`src/common/extirq_pkg.sv`:
```
// package for the external pin interrupt latch: constants and carrier types
package extirq_pkg;

    // ==========================================================
    // synchroniser and reset values
    localparam int EXTIRQ_SYNC_STAGES = 2;
    localparam logic EXTIRQ_PIN_IDLE = 1'h1;
    localparam logic EXTIRQ_MASK_RESET = 1'h0;
    localparam logic EXTIRQ_MODE_RESET = 1'h0;
    localparam logic EXTIRQ_LATCH_RESET = 1'h0;

    // ==========================================================
    // trigger sensitivity
    localparam logic EXTIRQ_MODE_EDGE = 1'h0;
    localparam logic EXTIRQ_MODE_EDGE_LEVEL = 1'h1;

    // ==========================================================
    // vector location served for this request
    localparam logic [15:0] EXTIRQ_VECTOR_HI_ADDR = 16'hFFFA;
    localparam logic [15:0] EXTIRQ_VECTOR_LO_ADDR = 16'hFFFB;

    // ==========================================================
    // status and control register bit positions
    localparam int EXTIRQ_BIT_MODE = 0;
    localparam int EXTIRQ_BIT_MASK = 1;
    localparam int EXTIRQ_BIT_ACK = 2;
    localparam int EXTIRQ_BIT_PEND = 3;

    // software write to the status/control register
    typedef struct packed {
        logic write;
        logic ack;
        logic request_mask_bit;
        logic mode;
    } extirq_ctrl_wr_type;

    // readable view of the status/control register
    typedef struct packed {
        logic pending_flag;
        logic ack;
        logic request_mask_bit;
        logic mode;
    } extirq_status_type;

endpackage : extirq_pkg

```
`src/rtl/extirq_latch.sv`:
```
// external pin interrupt latch with edge or edge-plus-level trigger
`timescale 1ns/10ps
module extirq_latch
    import extirq_pkg::*;
(
    // clock and reset
    input wire logic clk,
    input wire logic reset,
    // external pin, active low
    input wire logic irq_pin_n,
    // software access to the status/control register
    input wire extirq_ctrl_wr_type ctrl_wr,
    output extirq_status_type ext_int_status_control_reg,
    // cpu side
    input wire logic condition_code_mask,
    input wire logic vector_fetch,
    output logic irq_request,
    output logic [15:0] vector_hi_addr,
    output logic [15:0] vector_lo_addr,
    output logic branch_if_pin_high,
    output logic branch_if_pin_low
);

    // ==========================================================
    // pin synchroniser
    logic [EXTIRQ_SYNC_STAGES-1:0] pin_sync;
    logic pin_level;

    // no reset on the chain: it tracks the pin through reset, so a pin
    // held low across reset shows no false edge once reset ends
    generate
        for (genvar stage = 0; stage < EXTIRQ_SYNC_STAGES; stage++) begin : g_sync
            if (stage == 0) begin : g_first
                always_ff @(posedge clk) begin
                    pin_sync[stage] <= irq_pin_n;
                end
            end else begin : g_next
                always_ff @(posedge clk) begin
                    pin_sync[stage] <= pin_sync[stage-1];
                end
            end
        end
    endgenerate

    assign pin_level = pin_sync[EXTIRQ_SYNC_STAGES-1];

    // ==========================================================
    // edge and level detect
    logic pin_prev;
    logic falling_edge;
    logic low_level;

    // follows the synchronised level, reset or not, for the same reason
    always_ff @(posedge clk) begin
        pin_prev <= pin_level;
    end

    assign falling_edge = pin_prev & ~pin_level;
    assign low_level = ~pin_level;

    // ==========================================================
    // control bits
    logic request_mask_bit;
    logic mode;
    logic next_request_mask_bit;
    logic next_mode;

    // value in force at this edge, a write in this cycle included
    always_comb begin
        next_request_mask_bit = request_mask_bit;
        if (ctrl_wr.write) begin
            next_request_mask_bit = ctrl_wr.request_mask_bit;
        end
    end

    always_comb begin
        next_mode = mode;
        if (ctrl_wr.write) begin
            next_mode = ctrl_wr.mode;
        end
    end

    always_ff @(posedge clk) begin
        if (reset) begin
            request_mask_bit <= EXTIRQ_MASK_RESET;
        end else begin
            request_mask_bit <= next_request_mask_bit;
        end
    end

    always_ff @(posedge clk) begin
        if (reset) begin
            mode <= EXTIRQ_MODE_RESET;
        end else begin
            mode <= next_mode;
        end
    end

    // ==========================================================
    // acknowledge sources
    logic fetch_ack;
    logic soft_ack;
    logic ack;

    // vector fetch only acknowledges the request it was raised for
    assign fetch_ack = vector_fetch & irq_request;
    assign soft_ack = ctrl_wr.write & ctrl_wr.ack;
    assign ack = fetch_ack | soft_ack;

    // ==========================================================
    // acknowledge remembered while the pin is still low
    logic ack_seen;
    logic next_ack_seen;
    logic latch;
    logic next_latch;

    // edge-plus-level mode needs ack and a high pin in either order;
    // a new edge after the ack starts a request of its own
    always_comb begin
        next_ack_seen = ack_seen;
        if (ack) begin
            next_ack_seen = 1'h1;
        end
        if (falling_edge) begin
            next_ack_seen = 1'h0;
        end
        if (!next_latch || mode == EXTIRQ_MODE_EDGE) begin
            next_ack_seen = 1'h0;
        end
    end

    always_ff @(posedge clk) begin
        if (reset) begin
            ack_seen <= EXTIRQ_LATCH_RESET;
        end else begin
            ack_seen <= next_ack_seen;
        end
    end

    // ==========================================================
    // request latch
    logic set_req;
    logic clear_req;

    // edge sets in both modes, a low level only in edge-plus-level mode
    assign set_req = falling_edge | (mode == EXTIRQ_MODE_EDGE_LEVEL && low_level);

    always_comb begin
        clear_req = 1'h0;
        unique case (mode)
            EXTIRQ_MODE_EDGE: begin
                clear_req = ack;
            end
            EXTIRQ_MODE_EDGE_LEVEL: begin
                clear_req = (ack | ack_seen) & pin_level;
            end
        endcase
    end

    // a set in the same cycle as a clear wins
    always_comb begin
        next_latch = latch;
        if (clear_req) begin
            next_latch = 1'h0;
        end
        if (set_req) begin
            next_latch = 1'h1;
        end
    end

    always_ff @(posedge clk) begin
        if (reset) begin
            latch <= EXTIRQ_LATCH_RESET;
        end else begin
            latch <= next_latch;
        end
    end

    // ==========================================================
    // request to the priority logic
    logic forward_en;

    // both masks act on the value in force at this edge
    assign forward_en = ~next_request_mask_bit & ~condition_code_mask;

    always_ff @(posedge clk) begin
        if (reset) begin
            irq_request <= EXTIRQ_LATCH_RESET;
        end else begin
            irq_request <= next_latch & forward_en;
        end
    end

    // ==========================================================
    // status and control readback
    always_ff @(posedge clk) begin
        if (reset) begin
            ext_int_status_control_reg.pending_flag <= EXTIRQ_LATCH_RESET;
        end else begin
            ext_int_status_control_reg.pending_flag <= next_latch;
        end
    end

    // acknowledge is write-only
    always_ff @(posedge clk) begin
        if (reset) begin
            ext_int_status_control_reg.ack <= 1'h0;
        end else begin
            ext_int_status_control_reg.ack <= 1'h0;
        end
    end

    always_ff @(posedge clk) begin
        if (reset) begin
            ext_int_status_control_reg.request_mask_bit <= EXTIRQ_MASK_RESET;
        end else begin
            ext_int_status_control_reg.request_mask_bit <= next_request_mask_bit;
        end
    end

    always_ff @(posedge clk) begin
        if (reset) begin
            ext_int_status_control_reg.mode <= EXTIRQ_MODE_RESET;
        end else begin
            ext_int_status_control_reg.mode <= next_mode;
        end
    end

    // ==========================================================
    // vector location for the cpu
    always_ff @(posedge clk) begin
        if (reset) begin
            vector_hi_addr <= EXTIRQ_VECTOR_HI_ADDR;
        end else begin
            vector_hi_addr <= EXTIRQ_VECTOR_HI_ADDR;
        end
    end

    always_ff @(posedge clk) begin
        if (reset) begin
            vector_lo_addr <= EXTIRQ_VECTOR_LO_ADDR;
        end else begin
            vector_lo_addr <= EXTIRQ_VECTOR_LO_ADDR;
        end
    end

    // ==========================================================
    // pin level for the branch conditions
    always_ff @(posedge clk) begin
        if (reset) begin
            branch_if_pin_high <= EXTIRQ_PIN_IDLE;
        end else begin
            branch_if_pin_high <= pin_level;
        end
    end

    always_ff @(posedge clk) begin
        if (reset) begin
            branch_if_pin_low <= ~EXTIRQ_PIN_IDLE;
        end else begin
            branch_if_pin_low <= ~pin_level;
        end
    end

    // ==========================================================
    // limitations
    // the pin is seen two edges late through the synchroniser, and a low
    // pulse shorter than one clock period may fall between edges and be missed
    // in edge-plus-level mode a request raised by a low level that ends
    // before any ack still waits for an ack, as an edge request does

endmodule : extirq_latch

```
`config.mk`:
```
export PLATFORM = sky130hd
export DESIGN_NAME = extirq_latch
export DESIGN_NICKNAME = d
export VERILOG_FILES = /design/src/common/extirq_pkg.sv /design/src/rtl/extirq_latch.sv
export SDC_FILE = /design/constraint.sdc
export NUM_CORES = 1
export LEC_CHECK = 0
export ABC_AREA = 1
export ABC_CLOCK_PERIOD_IN_PS = 1100
export BUFFER_PORTS_ARGS = -buffer_cell sky130_fd_sc_hd__buf_2
export CORE_MARGIN = 2
export CORE_UTILIZATION = 37
export CTS_CLUSTER_SIZE = 20
export DETAILED_ROUTE_END_ITERATION = 12
export PLACE_DENSITY_LB_ADDON = 0.2
export SYNTH_ARGS = -nofsm -noshare
export SYNTH_HDL_FRONTEND = slang
export SYNTH_SLANG_ARGS = --single-unit
```
`constraint.sdc`:
```
create_clock -name clk -period 1.1 [get_ports clk]
set_input_delay 0.165 -clock clk [delete_from_list [all_inputs] [get_ports clk]]
set_output_delay 0.165 -clock clk [all_outputs]
set_load 0.1 [all_outputs]
```
### Yosys cells after proc, flatten, opt, wreduce, memory -nomap -nowiden

Cells that the tools add are included.

* register bits after elaboration: 10
* output and inout bits: 39

* mux-type cells: 4
* bitwise operators: 13
* reduce and logical (&&, ||, !) cells: 4

Operators by type and width (count)
* $and A1 B1 Y1: 6
* $not A1 Y1: 4
* $mux W1: 3
* $or A1 B1 Y1: 3
* $reduce_or A3 Y1: 1
* $pmux W1 S2: 1
* $logic_and A1 B1 Y1: 1
* $logic_not A1 Y1: 1
* $logic_or A1 B1 Y1: 1

### Longest topological paths before layout

Gate-level depths: netlist of run 1.

* word-level depth: 10
* mapped depth: 5
* depth with buffers taken out: 5

### Worst setup path after synthesis of run 1

No wires, ideal clock.

* path kind: register to register
* from: register irq_request
* to: register ack_seen
* setup time: 0.117 ns
* arrival: 1.336 ns
* required time: 0.983 ns
* path slack: -0.353 ns
* cell stages (with the launch flop): 6
* cells stage by stage: dfxtp_1 > nand2_1 > nand2_1 > o21ai_0 > nand2_1 > nor2_1

* word-level cells in the longest chain between the ends: 10

Ends and longest elaborated chain
* start, declared: line extirq_latch.sv:17 `output logic irq_request,`
* start signal, assigned: line extirq_latch.sv:190 `irq_request <= next_latch & forward_en;`
* $and A1 B1 Y1 (*): line extirq_latch.sv:106 `assign fetch_ack = vector_fetch & irq_request;`
* $or A1 B1 Y1 (*): line extirq_latch.sv:108 `assign ack = fetch_ack | soft_ack;`
* $or A1 B1 Y1: line extirq_latch.sv:155 `clear_req = (ack | ack_seen) & pin_level;`
* $and A1 B1 Y1: line extirq_latch.sv:155
* $pmux W1 S2: line extirq_latch.sv:150 `unique case (mode)`
* $mux W1: line extirq_latch.sv:163 `if (clear_req) begin`
* $mux W1: line extirq_latch.sv:166 `if (set_req) begin`
* $logic_not A1 Y1: line extirq_latch.sv:127 `if (!next_latch || mode == EXTIRQ_MODE_EDGE) begin`
* $logic_or A1 B1 Y1: line extirq_latch.sv:127
* $reduce_or A3 Y1 (no source line)
* end signal, assigned: line extirq_latch.sv:136 `ack_seen <= next_ack_seen;`
* end, declared: line extirq_latch.sv:112 `logic ack_seen;`

Mark *: on every way between the ends. The rest lies on a longest branch, timed or not.
A chain may end at the register's enable or synchronous reset.

### Final worst setup path of run 1

* from: register ext_int_status_control_reg[0] (netlist name)
* to: output port ext_int_status_control_reg[0] (netlist name)

RTL lines
* start, declared: line extirq_latch.sv:13 `output extirq_status_type ext_int_status_control_reg,`

No word-level cell between the ends.

==> reports/qor.yml, run 1 <==
route.detailed.wl_per_inst_um: 7.298
mostFrequentLayoutCells: "sky130_fd_sc_hd__conb_1 (33), sky130_fd_sc_hd__dfxtp_1 (8), sky130_fd_sc_hd__buf_2 (8)"
clkPwrFrac: 0.194
antenna_cells: 0
timing.critical_path.max_delay_family: "flip-flops"
drc_errors: 0
power.static_leakage_nw: 0.3633
finalWorstPathRequiredPeriod_ns: 1.002
h-tree-depth: 1
start_util: 0.3962
hold-path-cell-count: 2
arrival_time_at_the_worst_endpoint_ns: 0.84
worstPathBufferInverterCount: 1
cts_tree: "yes"
finalSetupViolations: 0
slew_violations: 0
grt_first_pass_wirelength_um: 1276
grt_setup_unrepaired: "false"
detail-route-antenna-nets: 0
io_pins: 48
num_vias: 362
grt.overflow.total: 0
worst_ir_drop_vdd_mv: 0.6801
timing.critical_path.depth: 1
critPathSlowestCell: "sky130_fd_sc_hd__dfxtp_2"
worst_min_delay_path_class: "input port to flip-flop"
io_buffer_count: 14
drt-pass1-iter-count: 2
postPlaceCellArea_sq_um: 626.9
outcome: "finished clean"
start_kind: "flip-flop"
achievable-frequency_mhz: 998.4
post_synth_inst_count: 74
cellPowerDensity_nw_per_um2: 2022
yosys_warnings: 0
period_share: 0.9105
die_height_um: 44.16
r2r.worst_path.cells: 4
clock_insertion_delay_at_the_later_pin_of_the_skew_report_ns: 0.26
core_utilization_of_the_finished_layout: 0.4410
detail_route.iter0.violations: 1
layout_commonest_cell: "sky130_fd_sc_hd__conb_1"
number_of_buffers_created_by_cts: 3
critical_path_peak_fanout: 5
drive_above_1_share: 0.2500
fp.dieArea_sq_um: 1950
core.rowCount: 14
design_area_sq_um: 664.4
cts_max_path_buffers: 2
placeable_area_sq_um: 1506
number_of_global_route_vias_before_repair: 328
final.hold.worst_slack_ns: 0.09322
setup.worst_path.class: "flip-flop to output pin"
required_ns: 0.94
worstPathCellList: "buf_12"
clock_skew_ns: 0.01116
nNetsFinal: 98
cts_setup_buffers: 0
area_delta_synth_final_pct: 11.32
synth_area_sq_um: 596.8
die_width_um: 44.16
synth_seq_area_share: 0.3354
cell_internal_pwr_mw: 0.5935
ctsRootBufferMaster: "sky130_fd_sc_hd__clkbuf_4"
pwr-share-seq: 0.296
worst_setup_hold_path_clk_slew_ns: 0.07
hold_violations: 0
overall_routing_resource_usage: 0.09560
grt_antenna_before_repair: 0
ys_seq_elements: 10
number_of_flip_flops_under_the_largest_register_name: 3
final.setup.tns_ns: 0
totalWireLength_um: 759
place_hpwl_um: 613.2
cap_violations: 0
power.share.combinational: 0.510
grt_max_degree: 7
synthesis.area_per_instance_sq_um: 8.065
gp_congestion: 0.6656
routed_via_density: 3.481
worst_path_largest_cell_delay_ns: 0.39
synth.lib_cells_used.distinct: 12
worstSetupEndpointType: "output pin"
cts_num_sinks: 10
netSwitchingPower_mw: 0.7501
power.switching_fraction: 0.5583
-- kinds of logic (layout without fill, tap and decap cells) --
group,Yosys count,after routing,synth area share
AOI/OAI and AO/OA,6,6,0.06081
other,2,33,0.01258
and+or+nand+nor,14,14,0.1006
buffers and inverters,42,25,0.4906
DFF,10,10,0.3354
-- power by group through the flow --
stage / Clock (mW) / Combinational, mW / Sequential [mW]
global route: 0.297 / 0.703 / 0.400
CTS: 0.274 / 0.685 / 0.398
floorplan: 0 / 0.674 / 0.433
finish: 0.261 / 0.686 / 0.397
detailed placement: 0 / 0.681 / 0.405
global placement: 0 / 0.681 / 0.405
-- stage by stage --
step	instances	worst slack [ns]	total power, mW
finish	104	0.09840	1.344
global route	104	0.05146	1.400
CTS	104	0.08007	1.357
detailed placement	99	0.1636	1.087
global placement	99	0.2149	1.086
floorplan	105	0.02602	1.108
-- area by class of cell --
cell class,count,area (sq um)
inverter,6,22.52
sequential,10,205.2
multi-input combinational,53,220.2
tap,16,20.02
fill,167,842.1
clock buffer,4,26.28
timing repair buffer,15,170.2
-- Yosys cell counts (all sizes together) --
| cell type | instances | share of area |
|---|---|---|
| nor2 | 6 | 0.042 |
| conb | 2 | 0.013 |
| a21boi | 1 | 0.013 |
| inv | 6 | 0.038 |
| nand2 | 7 | 0.048 |
| o21ai | 5 | 0.048 |
| or2 | 1 | 0.010 |
| buf | 36 | 0.45 |
| dfxtp | 10 | 0.34 |
-- path summary, 6_finish.rpt --
path / startpoint / endpoint / slack, ns
setup reg to reg: ext_int_status_control_reg[0] / ack_seen / 0.21
hold / removal: reset / ext_int_status_control_reg[1] / 0.09
hold reg to reg: pin_sync[0] / pin_level / 0.33
setup / recovery: ext_int_status_control_reg[0] / ext_int_status_control_reg[0] / 0.1
-- routing by layer --
| metal | share of wire | global-route usage |
|---|---|---|
| met4 | 0 | 0.05455 |
| met5 | 0 | 0 |
| met2 | 0.50 | 0.1529 |
| met1 | 0.34 | 0.08816 |
| met3 | 0.16 | 0.06939 |
-- what timing repair did --
| action | in CTS | in global routing |
|---|---|---|
| setup endpoints to repair | 1 | 0 |
| hold buffers | 1 | 0 |
| gates resized for setup | 1 | 0 |
| endpoints found under the hold margin | 1 | 0 |
No activity file was read; power rests on OpenSTA's default activity.
==> inputs of run 2 (changes only) <==
--- a/config.mk
+++ b/config.mk
@@ -13,6 +13,7 @@
 export CTS_CLUSTER_SIZE = 20
 export DETAILED_ROUTE_END_ITERATION = 12
 export PLACE_DENSITY_LB_ADDON = 0.2
+export SETUP_SLACK_MARGIN = 0.3
 export SYNTH_ARGS = -nofsm -noshare
 export SYNTH_HDL_FRONTEND = slang
 export SYNTH_SLANG_ARGS = --single-unit
==> reports/qor.yml, run 2 (synthesis results as in run 1) <==
grt_max_degree: 7
grt_setup_unrepaired: "true"
worst_ir_drop_vdd_mv: 0.8604
place_hpwl_um: 623.3
outcome: "finished clean"
number_of_global_route_vias_before_repair: 296
layout.filler_cells: 156
ctsRootBufferMaster: "sky130_fd_sc_hd__clkbuf_4"
worstPathBufferInverterCount: 1
start_kind: "flip-flop"
drive_above_1_share: 0.3258
routed_via_density: 3.438
power.static_leakage_nw: 0.3764
slew_violations: 0
die_height_um: 44.16
number_of_flip_flops_under_the_largest_register_name: 3
placeable_area_sq_um: 1506
r2r.worst_path.cells: 5
overall_routing_resource_usage: 0.08101
hold_path.startpoint: "reset"
setup_ws_ns: 0.1433
critical_path_peak_fanout: 2
area_delta_synth_final_pct: 16.14
h-tree-depth: 1
cellPowerDensity_nw_per_um2: 2044
rr_endpoint: "ext_int_status_control_reg[3]"
num_vias: 361
clock_insertion_delay_at_the_later_pin_of_the_skew_report_ns: 0.26
start_util: 0.3962
hold_violations: 0
grt.overflow.total: 0
clock_skew_ns: 0.002582
postPlaceCellArea_sq_um: 629.4
io_buffer_count: 14
antenna_cells: 0
totalWireLength_um: 739
finalSetupViolations: 0
worst_path_largest_cell_delay_ns: 0.36
achievable-frequency_mhz: 1045
setup.worst_path.class: "flip-flop to output pin"
fp.dieArea_sq_um: 1950
drc_errors: 0
gp_congestion: 0.6520
route.detailed.wl_per_inst_um: 7.038
design_area_sq_um: 693.2
timing.critical_path.max_delay_family: "flip-flops"
final.hold.worst_slack_ns: 0.08112
number_of_buffers_created_by_cts: 3
period_share: 0.8697
worstHoldEndpoint: "ext_int_status_control_reg[1]"
detail_route.iter0.violations: 3
mostFrequentLayoutCells: "sky130_fd_sc_hd__conb_1 (33), sky130_fd_sc_hd__buf_2 (8), sky130_fd_sc_hd__nand2_1 (6), sky130_fd_sc_hd__inv_1 (6), sky130_fd_sc_hd__buf_12 (6)"
layout_commonest_cell: "sky130_fd_sc_hd__conb_1"
core.rowCount: 14
die_width_um: 44.16
drt-pass1-iter-count: 4
critPathSlowestCell: "sky130_fd_sc_hd__dfxtp_2"
r2r-start: "ext_int_status_control_reg[0]"
reg2reg_setup_slack_ns: 0.16
cap_violations: 0
detail-route-antenna-nets: 0
worstPathCellList: "buf_12"
arrival_time_at_the_worst_endpoint_ns: 0.79
cts_max_path_buffers: 2
finalWorstPathRequiredPeriod_ns: 0.9567
nNetsFinal: 99
io_pins: 48
final.setup.tns_ns: 0
cts_tree: "yes"
required_ns: 0.94
worst_setup_hold_path_clk_slew_ns: 0.07
worstSetupEndpointType: "output pin"
preCtsSetupSlack_ns: 0.2046
grt_antenna_before_repair: 0
hold-path-cell-count: 2
worst_min_delay_path_class: "input port to flip-flop"
cts_num_sinks: 10
grt_first_pass_wirelength_um: 1124
core_utilization_of_the_finished_layout: 0.4601
run 2: changes by cell type in the layout (fill, tap and decap cells not counted), sizes merged:
| cell | delta |
|---|---|
| buf | +1 |
run 2: worst max path at each step:
| stage | from | end | slack, ns | cells after the start |
|---|---|---|---|---|
| 2_1_floorplan | irq_request | ack_seen | 0.12 | 5 |
| 3_5_place_dp | ext_int_status_control_reg[0] | ext_int_status_control_reg[3] | 0.20 | 4 |
| 4_1_cts | ext_int_status_control_reg[0] | ext_int_status_control_reg[0] | 0.13 | 1 |
| 5_1_grt | ext_int_status_control_reg[0] | ext_int_status_control_reg[0] | 0.11 | 1 |
| 6_report | ext_int_status_control_reg[1] | ext_int_status_control_reg[1] | 0.14 | 1 |
| 3_3_place_gp | ext_int_status_control_reg[1] | irq_request | 0.23 | 4 |
run 2: metal layers:
metal  global-route usage  wire, um  share of wire
met1              0.08250       259           0.35
met2               0.1412       371           0.50
met3              0.02449       109           0.15
met4              0.05455         0              0
met5                    0         0              0
run 2: power by group:
group	total (mW)	switching, mW	internal (mW)
Combinational	0.694	0.616	0.0782
Sequential	0.397	0.0158	0.381
Clock	0.326	0.125	0.201
Total	1.42	0.757	0.660
run 2: layout make-up:
cell class | instances | area (sq um) | area share
Inverter | 6 | 22.52 | 0.03249
Multi-Input combinational cell | 53 | 224.0 | 0.3231
Tap cell | 16 | 20.02 | 0.02888
Sequential cell | 10 | 212.7 | 0.3069
Clock buffer | 4 | 36.28 | 0.05235
Timing Repair Buffer | 16 | 177.7 | 0.2563
run 2: stage by stage:
step / power (mW) / std cells
floorplan: 1.110 / 105
global placement: 1.087 / 99
detailed placement: 1.089 / 99
CTS: 1.425 / 105
global route: 1.464 / 105
finish: 1.417 / 105
run 2: timing repair:
action,CTS,global route
pin swaps,2,1
setup endpoints to repair,10,11
hold buffers,1,0
gates resized for setup,5,2
hold endpoints to repair,1,0
cloned,0,0
setup buffers,1,0
==> inputs of run 3 (changes only) <==
--- a/config.mk
+++ b/config.mk
@@ -12,7 +12,8 @@
 export CORE_UTILIZATION = 37
 export CTS_CLUSTER_SIZE = 20
 export DETAILED_ROUTE_END_ITERATION = 12
-export PLACE_DENSITY_LB_ADDON = 0.2
+export HOLD_SLACK_MARGIN = 0.15
+export PLACE_DENSITY = 0.77
 export SETUP_SLACK_MARGIN = 0.3
 export SYNTH_ARGS = -nofsm -noshare
 export SYNTH_HDL_FRONTEND = slang
==> reports/qor.yml, run 3 (synthesis results as in run 1) <==
finalWorstPathRequiredPeriod_ns: 0.9709
worstSetupEndpointType: "output pin"
achievable-frequency_mhz: 1030
layout_commonest_cell: "sky130_fd_sc_hd__conb_1"
number_of_flip_flops_under_the_largest_register_name: 3
clock_insertion_delay_at_the_later_pin_of_the_skew_report_ns: 0.26
clkPwrFrac: 0.191
hold-path-cell-count: 3
worstPathCellList: "buf_12"
mostFrequentLayoutCells: "sky130_fd_sc_hd__conb_1 (33), sky130_fd_sc_hd__buf_2 (8), sky130_fd_sc_hd__nand2_1 (6), sky130_fd_sc_hd__inv_1 (6), sky130_fd_sc_hd__buf_12 (6)"
totalWireLength_um: 824
final.setup.tns_ns: 0
hold_violations: 0
io_buffer_count: 14
fp.dieArea_sq_um: 1950
arrival_time_at_the_worst_endpoint_ns: 0.81
setup.worst_path.class: "flip-flop to output pin"
grt_antenna_before_repair: 0
detail_route.iter0.violations: 3
r2r.worst_path.cells: 4
power.switching_fraction: 0.5551
number_of_global_route_vias_before_repair: 340
slew_violations: 0
num_vias: 364
hold_path.startpoint: "ctrl_wr[0]"
gp_congestion: 0.6564
start_kind: "flip-flop"
cell_internal_pwr_mw: 0.6011
finalSetupViolations: 0
worstHoldEndpoint: "ext_int_status_control_reg[0]"
postPlaceCellArea_sq_um: 629.4
place_hpwl_um: 685.9
design_area_sq_um: 689.4
grt_first_pass_wirelength_um: 1338
nNetsFinal: 100
die_width_um: 44.16
layout.filler_cells: 149
start_util: 0.3962
grt.overflow.total: 0
core.rowCount: 14
die_height_um: 44.16
ctsRootBufferMaster: "sky130_fd_sc_hd__clkbuf_4"
worst_setup_hold_path_clk_slew_ns: 0.06
grt_max_degree: 7
placeable_area_sq_um: 1506
h-tree-depth: 1
power.static_leakage_nw: 0.3736
worst_ir_drop_vdd_mv: 0.9329
pwr-share-seq: 0.295
critical_path_peak_fanout: 5
cap_violations: 0
clock_skew_ns: 0.002779
r2r-start: "ext_int_status_control_reg[0]"
cts_max_path_buffers: 2
netSwitchingPower_mw: 0.7500
reg2reg_setup_slack_ns: 0.21
grt_setup_unrepaired: "true"
overall_routing_resource_usage: 0.09773
worstPathBufferInverterCount: 1
detail-route-antenna-nets: 0
routed_via_density: 3.434
area_delta_synth_final_pct: 15.51
cts_tree: "yes"
antenna_cells: 0
cellPowerDensity_nw_per_um2: 1960
rr_endpoint: "ext_int_status_control_reg[3]"
route.detailed.wl_per_inst_um: 7.774
outcome: "finished clean"
number_of_buffers_created_by_cts: 3
worst_min_delay_path_class: "input port to flip-flop"
drc_errors: 0
period_share: 0.8826
worst_path_largest_cell_delay_ns: 0.37
required_ns: 0.94
power.share.combinational: 0.515
cts_num_sinks: 10
drive_above_1_share: 0.3000
critPathSlowestCell: "sky130_fd_sc_hd__dfxtp_4"
timing.critical_path.max_delay_family: "flip-flops"
drt-pass1-iter-count: 3
io_pins: 48
## run 3: per-stage QoR
stage,total power [mW],hold slack (ns),instances,setup WS (ns),utilization
2_1_floorplan,1.110,0.1927,105,0.1193,-
3_3_place_gp,1.086,0.2678,99,0.2417,0.4178
3_5_place_dp,1.091,0.2690,99,0.1833,0.4178
4_1_cts,1.370,0.1197,106,0.1119,0.4576
5_1_grt,1.405,0.1257,106,0.09924,0.4576
6_report,1.351,0.1326,106,0.1291,0.4576
## run 3: how the worst max path moves through the flow
stage	start	to	cells after the start
floorplan	irq_request	ack_seen	5
CTS	ext_int_status_control_reg[0]	ext_int_status_control_reg[0]	1
detailed placement	ext_int_status_control_reg[0]	ext_int_status_control_reg[3]	4
global placement	ext_int_status_control_reg[0]	ack_seen	5
finish	ext_int_status_control_reg[0]	ext_int_status_control_reg[0]	1
global route	ext_int_status_control_reg[0]	ext_int_status_control_reg[0]	1
## run 3: what timing repair did
item,4_1_cts,5_1_grt
endpoints found under the hold margin,6,5
pin swaps,1,1
setup endpoints to repair,9,11
setup buffers,1,0
hold buffers,2,1
gates resized for setup,4,0
## run 3: layout make-up
| cell class | instances | area [sq um] | area share |
|---|---|---|---|
| Clock buffer | 4 | 26.28 | 0.03811 |
| Inverter | 6 | 22.52 | 0.03267 |
| Multi-Input combinational cell | 53 | 220.2 | 0.3194 |
| Sequential cell | 10 | 212.7 | 0.3085 |
| Tap cell | 16 | 20.02 | 0.02904 |
| Timing Repair Buffer | 17 | 187.7 | 0.2722 |
## run 3: layer usage
metal | vias up | GRT usage | routed length [um]
met5 | - | 0 | 0
met4 | 0 | 0.09091 | 0
met3 | 0 | 0.02449 | 120
met2 | 30 | 0.1853 | 452
met1 | 151 | 0.07960 | 252
li1 | 183 | - | -
## run 3: power groups by stage
| stage | sequential [mW] | combinational (mW) | clock [mW] |
|---|---|---|---|
| 6_report | 0.398 | 0.695 | 0.257 |
| 5_1_grt | 0.401 | 0.713 | 0.291 |
| 4_1_cts | 0.398 | 0.694 | 0.277 |
| 3_5_place_dp | 0.407 | 0.684 | 0 |
| 3_3_place_gp | 0.405 | 0.681 | 0 |
| 2_1_floorplan | 0.434 | 0.675 | 0 |
